<file path="config.mk">
export PLATFORM = sky130hd
export DESIGN_NAME = gpio_ports_b_c_d
export DESIGN_NICKNAME = d
export VERILOG_FILES = /design/src/hdl/gpio_ports_pkg.sv /design/src/hdl/gpio_ports_b_c_d.sv
export SDC_FILE = /design/constraint.sdc
export NUM_CORES = 1
export LEC_CHECK = 0
export BUFFER_PORTS_ARGS = -buffer_cell sky130_fd_sc_hd__buf_2
export CORE_UTILIZATION = 30
export CTS_BUF_LIST = sky130_fd_sc_hd__clkbuf_8 sky130_fd_sc_hd__clkbuf_16
export DETAILED_ROUTE_END_ITERATION = 6
export GPL_TIMING_DRIVEN = 0
export PLACE_DENSITY = 0.56
export SLEW_MARGIN = 10
export SYNTH_ARGS = -nofsm -noshare
export SYNTH_HDL_FRONTEND = slang
export SYNTH_SLANG_ARGS = --single-unit
</file>
<file path="constraint.sdc">
create_clock -name clk -period 4.8 [get_ports clk]
set_input_delay 0.24 -clock clk [delete_from_list [all_inputs] [get_ports clk]]
set_output_delay 0.24 -clock clk [all_outputs]
set_load 0.03 [all_outputs]
</file>
<file path="src/hdl/gpio_ports_pkg.sv">
// constants for the analog, bidirectional and shared general-purpose ports
package gpio_ports_pkg;
    // register byte addresses (bus word aligned)
    localparam logic [7:0] ANALOG_PORT_DATA_ADDR = 8'h04;
    localparam logic [7:0] BIDIR_PORT_DATA_ADDR = 8'h08;
    localparam logic [7:0] SHARED_PORT_DATA_ADDR = 8'h0c;
    localparam logic [7:0] ANALOG_PORT_DIRECTION_ADDR = 8'h10;
    localparam logic [7:0] BIDIR_PORT_DIRECTION_ADDR = 8'h14;
    localparam logic [7:0] SHARED_PORT_DIRECTION_ADDR = 8'h18;
    localparam logic [7:0] BIDIR_PORT_PULLUP_ENABLE_ADDR = 8'h1c;
    localparam logic [7:0] SHARED_PORT_PULLUP_ENABLE_ADDR = 8'h20;
    localparam logic [7:0] PERIPH_CONTROL_ADDR = 8'h24;
    // periph control fields
    localparam int CAN_PIN_ENABLE_BIT = 0;
    localparam int SERIAL_PERIPH_ENABLE_BIT = 1;
    localparam int SERIAL_PERIPH_MASTER_SELECT_BIT = 2;
    localparam int TIMER_SELECT_LSB = 8; // four 2-bit fields, timer_one_channel_zero_pin,timer_one_channel_one_pin,timer_two_channel_zero_pin,timer_two_channel_one_pin
    // widths and reset values
    localparam int ANALOG_WIDTH = 8;
    localparam int BIDIR_WIDTH = 7;
    localparam int SHARED_WIDTH = 8;
    localparam logic [7:0] DIRECTION_RESET = 8'h00;
    localparam logic [7:0] PULLUP_RESET = 8'h00;
    localparam logic [15:0] PERIPH_CONTROL_RESET = 16'h0000;
    localparam logic [31:0] UNMAPPED_READ = 32'h00000000;
    // shared port pin positions
    localparam int SLAVE_SELECT_PIN = 0;
    localparam int MASTER_IN_PIN = 1;
    localparam int MASTER_OUT_PIN = 2;
    localparam int SERIAL_PERIPH_CLOCK_PIN = 3;
    localparam int TIMER_PIN_LSB = 4;
    // bidirectional port can pins
    localparam int CAN_TRANSMIT_PIN = 0;
    localparam int CAN_RECEIVE_PIN = 1;
endpackage : gpio_ports_pkg
</file>
<file path="src/hdl/gpio_ports_b_c_d.sv">
// general-purpose port logic for analog, bidirectional and shared ports
// Overview of operation
// - direction one drives pin, zero inputs
// - reset clears all direction registers
// - reset leaves data latches untouched
// - analog read: latch if output, else pin
// - bidirectional read: latch if output, else pin
// - data writes with byte lane zero update the latch
// - analog inputs float, outputs drive latch
// - bidirectional port has seven pins
// - pullup only while direction is input
// - pullup plus input gives pulled-high input
// - can enable claims bidirectional pins one, zero
// - shared port: serial, timers, pullups
// - nonzero timer select claims channel pin
// - serial disabled returns clock, data pins
// - slave select free if disabled or master
// - serial pins ignore direction, not readback
// - enabled serial slave keeps slave select input
// - shared read: latch if output, else pin
`timescale 1ns/1ps
`default_nettype none
module gpio_ports_b_c_d
    import gpio_ports_pkg::*;
(
    // clock and reset
    input wire logic clk,
    input wire logic resetn,
    // classic wishbone slave
    input wire logic wb_cyc_i,
    input wire logic wb_stb_i,
    input wire logic wb_we_i,
    input wire logic [7:0] wb_adr_i,
    input wire logic [3:0] wb_sel_i,
    input wire logic [31:0] wb_dat_i,
    output logic [31:0] wb_dat_o,
    output logic wb_ack_o,
    // analog-shared port pins
    input wire logic [ANALOG_WIDTH-1:0] analog_pin_in,
    output logic [ANALOG_WIDTH-1:0] analog_pin_out,
    output logic [ANALOG_WIDTH-1:0] analog_pin_oe,
    // bidirectional port pins
    input wire logic [BIDIR_WIDTH-1:0] bidir_pin_in,
    output logic [BIDIR_WIDTH-1:0] bidir_pin_out,
    output logic [BIDIR_WIDTH-1:0] bidir_pin_oe,
    output logic [BIDIR_WIDTH-1:0] bidir_pullup_on,
    // shared port pins
    input wire logic [SHARED_WIDTH-1:0] shared_pin_in,
    output logic [SHARED_WIDTH-1:0] shared_pin_out,
    output logic [SHARED_WIDTH-1:0] shared_pin_oe,
    output logic [SHARED_WIDTH-1:0] shared_pullup_on,
    // peripheral side of the pins
    input wire logic can_transmit,
    input wire logic [3:0] timer_channel_out,
    input wire logic [3:0] timer_channel_oe,
    input wire logic serial_periph_clock_out,
    input wire logic serial_periph_master_out,
    input wire logic serial_periph_master_in_out,
    output logic can_pin_enable,
    output logic serial_periph_enable,
    output logic serial_periph_master_select,
    output logic [7:0] timer_edge_level_select
);

    // registers
    logic [ANALOG_WIDTH-1:0] analog_port_data, next_analog_port_data;
    logic [BIDIR_WIDTH-1:0] bidir_port_data, next_bidir_port_data;
    logic [SHARED_WIDTH-1:0] shared_port_data, next_shared_port_data;
    logic [ANALOG_WIDTH-1:0] analog_port_direction, next_analog_port_direction;
    logic [BIDIR_WIDTH-1:0] bidir_port_direction, next_bidir_port_direction;
    logic [SHARED_WIDTH-1:0] shared_port_direction, next_shared_port_direction;
    logic [BIDIR_WIDTH-1:0] bidir_port_pullup_enable, next_bidir_port_pullup_enable;
    logic [SHARED_WIDTH-1:0] shared_port_pullup_enable, next_shared_port_pullup_enable;
    logic [15:0] periph_control, next_periph_control;
    logic [31:0] next_wb_dat_o;
    logic next_wb_ack_o;

    // pin synchronisers, three stages each
    logic [ANALOG_WIDTH-1:0] analog_s1, analog_s2, analog_s3, analog_level;
    logic [BIDIR_WIDTH-1:0] bidir_s1, bidir_s2, bidir_s3, bidir_level;
    logic [SHARED_WIDTH-1:0] shared_s1, shared_s2, shared_s3, shared_level;
    logic [ANALOG_WIDTH-1:0] next_analog_level;
    logic [BIDIR_WIDTH-1:0] next_bidir_level;
    logic [SHARED_WIDTH-1:0] next_shared_level;

    // pin drive
    logic [ANALOG_WIDTH-1:0] next_analog_pin_out, next_analog_pin_oe;
    logic [BIDIR_WIDTH-1:0] next_bidir_pin_out, next_bidir_pin_oe, next_bidir_pullup_on;
    logic [SHARED_WIDTH-1:0] next_shared_pin_out, next_shared_pin_oe;
    logic [SHARED_WIDTH-1:0] next_shared_pullup_on;
    logic [SHARED_WIDTH-1:0] shared_claimed;
    // decoded bus request
    logic [7:0] wr_byte;
    logic bus_write, bus_read;

    // request taken only while ack is low, so each access answers once
    assign bus_write = wb_cyc_i && wb_stb_i && wb_we_i && !wb_ack_o && wb_sel_i[0];
    assign bus_read = wb_cyc_i && wb_stb_i && !wb_we_i && !wb_ack_o;
    assign wr_byte = wb_dat_i[7:0];

    // two-of-three agreement: while stages two and three disagree the old level holds
    // a pin change reaches a port read about four cycles later
    always_comb begin
        next_analog_level = (analog_s2 & analog_s3) | (analog_level & (analog_s2 | analog_s3));
        next_bidir_level = (bidir_s2 & bidir_s3) | (bidir_level & (bidir_s2 | bidir_s3));
        next_shared_level = (shared_s2 & shared_s3) | (shared_level & (shared_s2 | shared_s3));
    end

    // pins are asynchronous, a level counts once stages two and three agree
    always_ff @(posedge clk or negedge resetn) begin
        if (!resetn) begin
            analog_s1 <= '0;
            analog_s2 <= '0;
            analog_s3 <= '0;
            analog_level <= '0;

            bidir_s1 <= '0;
            bidir_s2 <= '0;
            bidir_s3 <= '0;
            bidir_level <= '0;

            shared_s1 <= '0;
            shared_s2 <= '0;
            shared_s3 <= '0;
            shared_level <= '0;
        end else begin
            analog_s1 <= analog_pin_in;
            analog_s2 <= analog_s1;
            analog_s3 <= analog_s2;
            analog_level <= next_analog_level;

            bidir_s1 <= bidir_pin_in;
            bidir_s2 <= bidir_s1;
            bidir_s3 <= bidir_s2;
            bidir_level <= next_bidir_level;

            shared_s1 <= shared_pin_in;
            shared_s2 <= shared_s1;
            shared_s3 <= shared_s2;
            shared_level <= next_shared_level;
        end
    end

    // register writes on the bus clock
    always_comb begin
        next_analog_port_data = analog_port_data;
        next_bidir_port_data = bidir_port_data;
        next_shared_port_data = shared_port_data;
        next_analog_port_direction = analog_port_direction;
        next_bidir_port_direction = bidir_port_direction;
        next_shared_port_direction = shared_port_direction;
        next_bidir_port_pullup_enable = bidir_port_pullup_enable;
        next_shared_port_pullup_enable = shared_port_pullup_enable;
        next_periph_control = periph_control;

        if (bus_write) begin
            case (wb_adr_i)
                // latch written whatever the direction
                ANALOG_PORT_DATA_ADDR: next_analog_port_data = wr_byte;
                BIDIR_PORT_DATA_ADDR: next_bidir_port_data = wr_byte[BIDIR_WIDTH-1:0];
                SHARED_PORT_DATA_ADDR: next_shared_port_data = wr_byte;
                ANALOG_PORT_DIRECTION_ADDR: next_analog_port_direction = wr_byte;
                BIDIR_PORT_DIRECTION_ADDR: next_bidir_port_direction = wr_byte[BIDIR_WIDTH-1:0];
                SHARED_PORT_DIRECTION_ADDR: next_shared_port_direction = wr_byte;
                BIDIR_PORT_PULLUP_ENABLE_ADDR:
                    next_bidir_port_pullup_enable = wr_byte[BIDIR_WIDTH-1:0];
                SHARED_PORT_PULLUP_ENABLE_ADDR: next_shared_port_pullup_enable = wr_byte;
                // timer selects sit in the upper byte, written only with its lane
                PERIPH_CONTROL_ADDR: begin
                    next_periph_control[7:0] = wr_byte;
                    if (wb_sel_i[1]) begin
                        next_periph_control[15:8] = wb_dat_i[15:8];
                    end
                end
                default: ; // unmapped writes are dropped
            endcase
        end
    end

    // data latches have no reset so their content survives a reset
    always_ff @(posedge clk) begin
        analog_port_data <= next_analog_port_data;
        bidir_port_data <= next_bidir_port_data;
        shared_port_data <= next_shared_port_data;
    end

    // control registers clear on reset, every pin starts as input
    always_ff @(posedge clk or negedge resetn) begin
        if (!resetn) begin
            analog_port_direction <= DIRECTION_RESET;
            bidir_port_direction <= DIRECTION_RESET[BIDIR_WIDTH-1:0];
            shared_port_direction <= DIRECTION_RESET;
            bidir_port_pullup_enable <= PULLUP_RESET[BIDIR_WIDTH-1:0];
            shared_port_pullup_enable <= PULLUP_RESET;
            periph_control <= PERIPH_CONTROL_RESET;
        end else begin
            analog_port_direction <= next_analog_port_direction;
            bidir_port_direction <= next_bidir_port_direction;
            shared_port_direction <= next_shared_port_direction;
            bidir_port_pullup_enable <= next_bidir_port_pullup_enable;
            shared_port_pullup_enable <= next_shared_port_pullup_enable;
            periph_control <= next_periph_control;
        end
    end

    // read mux and single-cycle ack
    always_comb begin
        next_wb_ack_o = (wb_cyc_i && wb_stb_i && !wb_ack_o);
        next_wb_dat_o = UNMAPPED_READ;

        if (bus_read) begin
            case (wb_adr_i)
                ANALOG_PORT_DATA_ADDR:
                    next_wb_dat_o[7:0] = (analog_port_direction & analog_port_data)
                        | (~analog_port_direction & analog_level);
                BIDIR_PORT_DATA_ADDR:
                    next_wb_dat_o[BIDIR_WIDTH-1:0] = (bidir_port_direction & bidir_port_data)
                        | (~bidir_port_direction & bidir_level);
                // direction still selects latch or pin on claimed pins
                SHARED_PORT_DATA_ADDR:
                    next_wb_dat_o[7:0] = (shared_port_direction & shared_port_data)
                        | (~shared_port_direction & shared_level);
                ANALOG_PORT_DIRECTION_ADDR: next_wb_dat_o[7:0] = analog_port_direction;
                // upper bit of seven-bit registers reads zero
                BIDIR_PORT_DIRECTION_ADDR:
                    next_wb_dat_o[BIDIR_WIDTH-1:0] = bidir_port_direction;
                SHARED_PORT_DIRECTION_ADDR: next_wb_dat_o[7:0] = shared_port_direction;
                BIDIR_PORT_PULLUP_ENABLE_ADDR:
                    next_wb_dat_o[BIDIR_WIDTH-1:0] = bidir_port_pullup_enable;
                SHARED_PORT_PULLUP_ENABLE_ADDR: next_wb_dat_o[7:0] = shared_port_pullup_enable;
                PERIPH_CONTROL_ADDR: next_wb_dat_o[15:0] = periph_control;
                default: next_wb_dat_o = UNMAPPED_READ;
            endcase
        end
    end

    // which shared pins a peripheral owns
    always_comb begin
        shared_claimed = '0;

        // slave select only owned by an enabled slave
        shared_claimed[SLAVE_SELECT_PIN] = periph_control[SERIAL_PERIPH_ENABLE_BIT]
            && !periph_control[SERIAL_PERIPH_MASTER_SELECT_BIT];
        shared_claimed[MASTER_IN_PIN] = periph_control[SERIAL_PERIPH_ENABLE_BIT];
        shared_claimed[MASTER_OUT_PIN] = periph_control[SERIAL_PERIPH_ENABLE_BIT];
        shared_claimed[SERIAL_PERIPH_CLOCK_PIN] = periph_control[SERIAL_PERIPH_ENABLE_BIT];
        for (int i = 0; i < 4; i++) begin
            // cleared select field leaves pin to the port
            shared_claimed[TIMER_PIN_LSB+i] =
                |periph_control[TIMER_SELECT_LSB+2*i +: 2];
        end
    end

    // pin drive, pullups and peripheral overrides
    always_comb begin
        // analog pins: no pullup, float unless output
        next_analog_pin_out = analog_port_data;
        next_analog_pin_oe = analog_port_direction;

        next_bidir_pin_out = bidir_port_data;
        next_bidir_pin_oe = bidir_port_direction;
        // output direction disables pullup automatically
        next_bidir_pullup_on = bidir_port_pullup_enable & ~bidir_port_direction;
        // can controller takes transmit out and receive in
        if (periph_control[CAN_PIN_ENABLE_BIT]) begin
            next_bidir_pin_out[CAN_TRANSMIT_PIN] = can_transmit;
            next_bidir_pin_oe[CAN_TRANSMIT_PIN] = 1'b1;
            next_bidir_pin_oe[CAN_RECEIVE_PIN] = 1'b0;
            next_bidir_pullup_on[CAN_TRANSMIT_PIN] = 1'b0;
            next_bidir_pullup_on[CAN_RECEIVE_PIN] = 1'b0;
        end

        next_shared_pin_out = shared_port_data;
        next_shared_pin_oe = shared_port_direction;
        // claimed pins ignore direction, pullups only on port inputs
        next_shared_pullup_on = shared_port_pullup_enable & ~shared_port_direction
            & ~shared_claimed;
        if (shared_claimed[SLAVE_SELECT_PIN]) begin
            next_shared_pin_oe[SLAVE_SELECT_PIN] = 1'b0;
        end
        if (shared_claimed[MASTER_IN_PIN]) begin
            // a slave drives master-in, a master listens on it
            next_shared_pin_out[MASTER_IN_PIN] = serial_periph_master_in_out;
            next_shared_pin_oe[MASTER_IN_PIN] = !periph_control[SERIAL_PERIPH_MASTER_SELECT_BIT];
        end
        if (shared_claimed[MASTER_OUT_PIN]) begin
            next_shared_pin_out[MASTER_OUT_PIN] = serial_periph_master_out;
            next_shared_pin_oe[MASTER_OUT_PIN] = periph_control[SERIAL_PERIPH_MASTER_SELECT_BIT];
        end
        if (shared_claimed[SERIAL_PERIPH_CLOCK_PIN]) begin
            next_shared_pin_out[SERIAL_PERIPH_CLOCK_PIN] = serial_periph_clock_out;
            next_shared_pin_oe[SERIAL_PERIPH_CLOCK_PIN] =
                periph_control[SERIAL_PERIPH_MASTER_SELECT_BIT];
        end
        // the timer decides drive itself, a capture channel leaves the pin undriven
        for (int i = 0; i < 4; i++) begin
            if (shared_claimed[TIMER_PIN_LSB+i]) begin
                next_shared_pin_out[TIMER_PIN_LSB+i] = timer_channel_out[i];
                next_shared_pin_oe[TIMER_PIN_LSB+i] = timer_channel_oe[i];
            end
        end
    end

    // outputs registered; the latch may be loaded before enabling
    always_ff @(posedge clk or negedge resetn) begin
        if (!resetn) begin
            wb_ack_o <= 1'b0;
            wb_dat_o <= UNMAPPED_READ;
            analog_pin_out <= '0;
            analog_pin_oe <= '0;
            bidir_pin_out <= '0;
            bidir_pin_oe <= '0;
            bidir_pullup_on <= '0;
            shared_pin_out <= '0;
            shared_pin_oe <= '0;
            shared_pullup_on <= '0;
            can_pin_enable <= 1'b0;
            serial_periph_enable <= 1'b0;
            serial_periph_master_select <= 1'b0;
            timer_edge_level_select <= '0;
        end else begin
            wb_ack_o <= next_wb_ack_o;
            wb_dat_o <= next_wb_dat_o;
            analog_pin_out <= next_analog_pin_out;
            analog_pin_oe <= next_analog_pin_oe;
            bidir_pin_out <= next_bidir_pin_out;
            bidir_pin_oe <= next_bidir_pin_oe;
            bidir_pullup_on <= next_bidir_pullup_on;
            shared_pin_out <= next_shared_pin_out;
            shared_pin_oe <= next_shared_pin_oe;
            shared_pullup_on <= next_shared_pullup_on;
            can_pin_enable <= next_periph_control[CAN_PIN_ENABLE_BIT];
            serial_periph_enable <= next_periph_control[SERIAL_PERIPH_ENABLE_BIT];
            serial_periph_master_select <= next_periph_control[SERIAL_PERIPH_MASTER_SELECT_BIT];
            timer_edge_level_select <= next_periph_control[TIMER_SELECT_LSB +: 8];
        end
    end

endmodule : gpio_ports_b_c_d
`default_nettype wire

</file>
Word-level counts from Yosys, hierarchy flattened
Index checks and enable logic that the tools add are counted.
{"block": "totals", "ff_bits": 258, "inputBits": 84, "out_inout_bits": 105, "elab_cells": 122}
{"block": "op_classes", "n_eq_ne": 9, "n_mux": 25, "bitwise": 28, "reduce_logical": 24}
{"cell": "8-bit bitwise AND", "n": 10}
{"cell": "7-bit one-hot mux with 9 select lines", "n": 1}
{"cell": "16-bit 2-to-1 mux", "n": 3}
{"cell": "8-bit bitwise OR", "n": 6}
{"cell": "7-bit bitwise AND", "n": 5}
{"cell": "8-bit by 5-bit equality test with 1-bit output, second input constant", "n": 4}
{"cell": "8-bit inverter", "n": 3}
{"cell": "7-bit bitwise OR", "n": 3}
{"cell": "2-bit AND reduction", "n": 9}
{"cell": "8-bit by 4-bit equality test with 1-bit output, second input constant", "n": 2}
{"cell": "8-bit by 6-bit equality test with 1-bit output, second input constant", "n": 2}
{"cell": "1-bit 2-to-1 mux", "n": 16}
{"cell": "8-bit 2-to-1 mux", "n": 2}
{"cell": "8-bit by 3-bit equality test with 1-bit output, second input constant", "n": 1}
{"cell": "1-bit logical AND", "n": 8}
{"cell": "2-bit OR reduction", "n": 4}
{"cell": "7-bit inverter", "n": 1}
{"cell": "1-bit one-hot mux with 6 select lines", "n": 1}
{"cell": "2-bit 2-to-1 mux", "n": 2}
{"cell": "1-bit zero test", "n": 3}

Logic depth before layout (Yosys ltp)
{"block": "logic_depth", "ltp_word": 5, "mapped_depth": 8, "depth_no_buf": 5}

Worst setup path before layout
OpenSTA, ideal clock, no wires.
{"block": "synth_timing", "kind": "input to register", "from": "input wb_adr_i[2]", "to": "register analog_port_data[0] (enable)", "setup_time_ns": 0.383, "arrival_time_ns": 1.794, "t_required_ns": 4.417, "path_slack_ns": 2.623, "cell_stages": 4, "n_path_buf": 2, "cell_sequence": "buf_2 or4b_4 clkbuf_1 nor3_1"}
{"block": "synth_via", "elab_chain_cells": 2}
{"item": "start, declared", "line": "gpio_ports_b_c_d.sv:33", "source": "input wire logic [7:0] wb_adr_i,"}
{"item": "8-bit by 3-bit equality test with 1-bit output", "line": "gpio_ports_b_c_d.sv:157", "source": "case (wb_adr_i)"}
{"item": "2-bit AND reduction (no source line)"}
{"item": "end signal, assigned", "line": "gpio_ports_b_c_d.sv:182", "source": "analog_port_data <= next_analog_port_data;"}
{"item": "end, declared", "line": "gpio_ports_b_c_d.sv:66", "source": "logic [ANALOG_WIDTH-1:0] analog_port_data, next_analog_port_data;"}
Every way passes these cells.
A chain may end at the register's enable or synchronous reset.

Final worst setup path
{"block": "layout_timing", "from": "register wb_ack_o", "to": "register shared_port_direction[6]"}
{"block": "layout_via", "elab_chain_cells": 4}
{"item": "start, declared", "line": "gpio_ports_b_c_d.sv:37", "source": "output logic wb_ack_o,"}
{"item": "start signal, assigned", "line": "gpio_ports_b_c_d.sv:322", "source": "wb_ack_o <= next_wb_ack_o;"}
{"item": "1-bit zero test", "line": "gpio_ports_b_c_d.sv:97", "source": "assign bus_write = wb_cyc_i && wb_stb_i && wb_we_i && !wb_ack_o && wb_sel_i[0];"}
{"item": "1-bit logical AND (2 in a row)", "line": "gpio_ports_b_c_d.sv:97"}
{"item": "2-bit AND reduction (no source line)"}
{"item": "end signal, assigned", "line": "gpio_ports_b_c_d.sv:199", "source": "shared_port_direction <= next_shared_port_direction;"}
{"item": "end, declared", "line": "gpio_ports_b_c_d.sv:71", "source": "logic [SHARED_WIDTH-1:0] shared_port_direction, next_shared_port_direction;"}
Every way passes these cells.

==> results.py <==
metrics = {
    "detailed_routing": {
        "drtPass1Iterations": 5,
        "wl_met1_mm": 10.1,
        "wl_per_cell_um": 18.4,
        "drt-total-wl_mm": 22.4,
        "num_vias": 5478,
        "ant_nets": 0,
        "route.met3.wl_mm": 1.08,
        "dr_wl_met2_mm": 10.6,
        "vias_per_cell": 4.49,
        "top_layer": "met4",
        "drt-initial-drc-count": 335,
        "drc": 0,
    },
    "synth": {
        "yosysTopAreaCell": "dfrtp_1",
        "ys_types": 57,
        "synth_commonest_cells": "224 x dfrtp_1, 75 x mux2_2, 24 x buf_4",
        "synth_top_family_by_area": "multiplexers",
        "seq_area_frac_synth_pct": 71.2,
        "synth_ff_type": "dfrtp_1",
        "yosysMostFrequentCell": "dfrtp_1",
        "synth-adder-area-share_pct": 2.60,
        "synth_xor_area_share_pct": 0,
        "syn_inst": 565,
        "ys_async_sr_fraction_pct": 90.7,
        "ys_ff_latch": 247,
        "synthSimpleGateAreaFrac_pct": 7.75,
        "yosys_warnings": 0,
        "synth_edf_count": 23,
        "synth_compound_area_share_pct": 4.19,
        "synth_area_leaders": "dfrtp_1 63%, mux2_2 9.5%, edfxtp_1 7.8%",
        "avgSynthCellArea_um2": 15.7,
        "syn_area_um2": 8840,
        "yosysTopAreaCellShare_pct": 63.4,
        "synthMuxAreaShare_pct": 11.4,
    },
    "finish": {
        "drive_gt1_share_pct": 39.0,
        "num_antenna_cells": 0,
        "utilization_pct": 40.6,
        "nets": 899,
        "syn2layout_area_growth_pct": 32.5,
        "final_cell_area_um2": 11700,
    },
    "setup_path": {
        "cp-end-kind": "flop",
        "critPathArrivalTime_ns": 2.95,
        "startpoint_type": "flop",
        "worstSetupPathType": "reg -> reg",
        "worstPathRequired_ns": 5.22,
        "worstPathMaxFanout": 8,
    },
    "global_route": {
        "grt_pass1_vias": 5654,
        "grt_pass1_wl_mm": 34.2,
        "grtUsageTotal_pct": 14.9,
        "grt_max_degree": 109,
        "overflow": 0,
        "antenna_found_initial": 0,
    },
    "pwr": {
        "p_leak_nw": 5.48,
        "p_clk_share_pct": 47.6,
        "power_density_nw_per_um2": 395,
        "power_frac_seq_pct": 47.4,
        "p_switching_mw": 0.994,
        "swShare_pct": 21.5,
        "peakVddDrop_uv": 250,
        "power_mw": 4.63,
        "internal-power_mw": 3.63,
        "combPwrFrac_pct": 5.0,
    },
    "sta": {
        "post-route-period-util_pct": 52.7,
        "final-setup-viol-count": 0,
        "relSlewSlack_pct": 17.6,
        "maxSlewViolCount": 0,
        "clock.fmax_ghz": 0.395,
        "hold_ws_ns": 0.00669,
        "rsz0062_at_grt": "false",
        "hold_viol": 0,
        "worstMarginPinSlew_ns": 1.22,
        "worst_clock_skew_ns": 0.0232,
        "period_minus_slack_ns": 2.53,
    },
    "cts": {
        "clk_pin_slew_worst_paths_ns": 0.06,
        "cts_made_buffers": 28,
        "clk_latency_ns": 0.55,
        "cts_max_level": 1,
        "cts_num_sinks": 247,
        "tritoncts": "done",
        "post_cts_resize_count": 0,
        "clock-root-buffer": "clkbuf_16",
        "cts_buffer_depth": 3,
    },
    "min_path": {
        "hold_class": "in -> reg",
    },
    "run": {
        "drv_cap": 0,
    },
    "placed_design": {
        "gp_congestion": 0.784,
        "placed_cell_area_um2": 10200,
        "dp_hpwl_mm": 15.1,
        "numPortBuffers": 153,
    },
    "floorplan": {
        "die_x_um": 174,
        "io_pins": 189,
        "core.rowCount": 62,
        "start_util_pct": 30.6,
        "die_y_um": 174,
        "die_area_um2": 30200,
        "core-area_um2": 28900,
    },
    "status": {
        "status": "complete, no violations",
    },
}
==> state kept, by name, indices dropped and copies added, names as in the netlist, 8 cells and up <==
name,cells
wb_dat_o,16
periph_control,9
analog_level,8
analog_pin_oe,8
analog_pin_out,8
analog_port_data,8
analog_port_direction,8
analog_s1,8
analog_s2,8
analog_s3,8
shared_level,8
shared_pin_oe,8
shared_pin_out,8
shared_port_data,8
shared_port_direction,8
shared_port_pullup_enable,8
shared_pullup_on,8
shared_s1,8
shared_s2,8
shared_s3,8
==> logic make-up after synthesis <==
kind of cell	Yosys count
muxes	90
and+or+nand+nor	109
other	1
AOI/OAI and AO/OA	55
adders and majority gates	23
DFF	247
buffers and inverters	40
==> layout make-up <==
class,instances,area (µm²)
buffer,35,233
clock buffer,40,877
clock inverter,10,114
fill,2714,17100
inverter,5,18.8
multi-input combinational,293,2360
sequential,247,6300
tap,384,480
timing repair buffer,205,1330
==> placed cells by master (no fill, tap or decap), types with 7 or more instances in the layout <==
master | netlist | routed
dfrtp_1 | 224 | 224
buf_2 | 3 | 155
mux2_2 | 75 | 75
dlygate4sd3_1 | 0 | 48
clkbuf_16 | 0 | 29
buf_4 | 24 | 24
maj3_1 | 23 | 23
edfxtp_1 | 23 | 23
nor2_1 | 21 | 21
conb_1 | 1 | 16
mux2i_1 | 14 | 14
nor2b_1 | 13 | 13
nand2_1 | 12 | 12
a21oi_1 | 12 | 12
and2_1 | 11 | 11
clkbuf_8 | 0 | 11
o21ai_0 | 9 | 9
inv_1 | 5 | 8
nor3b_1 | 7 | 7
nand3_1 | 7 | 7
o22ai_1 | 7 | 7
==> critical path, stage by stage, from the launching register on <==
cell and delay (ns):
dfrtp_1 0.37, and3b_1 0.26, nand3_1 0.35, or2_1 0.36, buf_6 0.14, nor3_4 0.51
mux2_2 0.40
==> metal layers <==
layer	up-vias	GRT usage [%]
met1	2769	20.5
met2	174	24.2
met4	0	4.82
met5	-	0
met3	47	2.43
li1	2488	-
==> metrics by stage <==
stage	std cells	worst slack (ns)	setup TNS, ns
after CTS	1219	2.28	0
after global placement	1117	-0.532	-113.99
after global routing	1219	2.20	0
after detailed placement	1121	1.87	0
after floorplan	580	2.62	0
final	1219	2.27	0
==> power groups by stage <==
| stage | sequential, mW | clock [mW] | combinational (mW) |
|---|---|---|---|
| final | 2.19 | 2.20 | 0.230 |
| after global routing | 2.20 | 2.34 | 0.252 |
| after CTS | 2.20 | 2.25 | 0.233 |
| after detailed placement | 2.23 | 0 | 0.202 |
| after global placement | 2.23 | 0 | 0.193 |
| after floorplan | 2.23 | 0 | 0.0871 |
==> path summary, 6_finish.rpt <==
kind,startpoint,end,slack (ns),cells after the start
setup reg to reg,wb_ack_o$_DFF_PN0_,shared_port_direction[6]$_DFFE_PN0P_,2.27,6
min in group asynchronous,resetn,analog_s1[7]$_DFF_PN0_,0.12,2
max in group asynchronous,resetn,wb_dat_o[2]$_DFF_PN0_,3.41,4
hold / removal,wb_dat_i[1],shared_port_data[1]$_DFFE_PP_,0.007,1
hold reg to reg,shared_s1[0]$_DFF_PN0_,shared_s2[0]$_DFF_PN0_,0.34,0
setup / recovery,wb_ack_o$_DFF_PN0_,shared_port_direction[6]$_DFFE_PN0P_,2.27,6
==> repair_timing <==
| action | in CTS | in global routing |
|---|---|---|
| hold endpoints to repair | 170 | 0 |
| hold buffers | 48 | 0 |
| buffers inserted | 0 | 0 |
No activity file was read; power rests on OpenSTA's default activity.
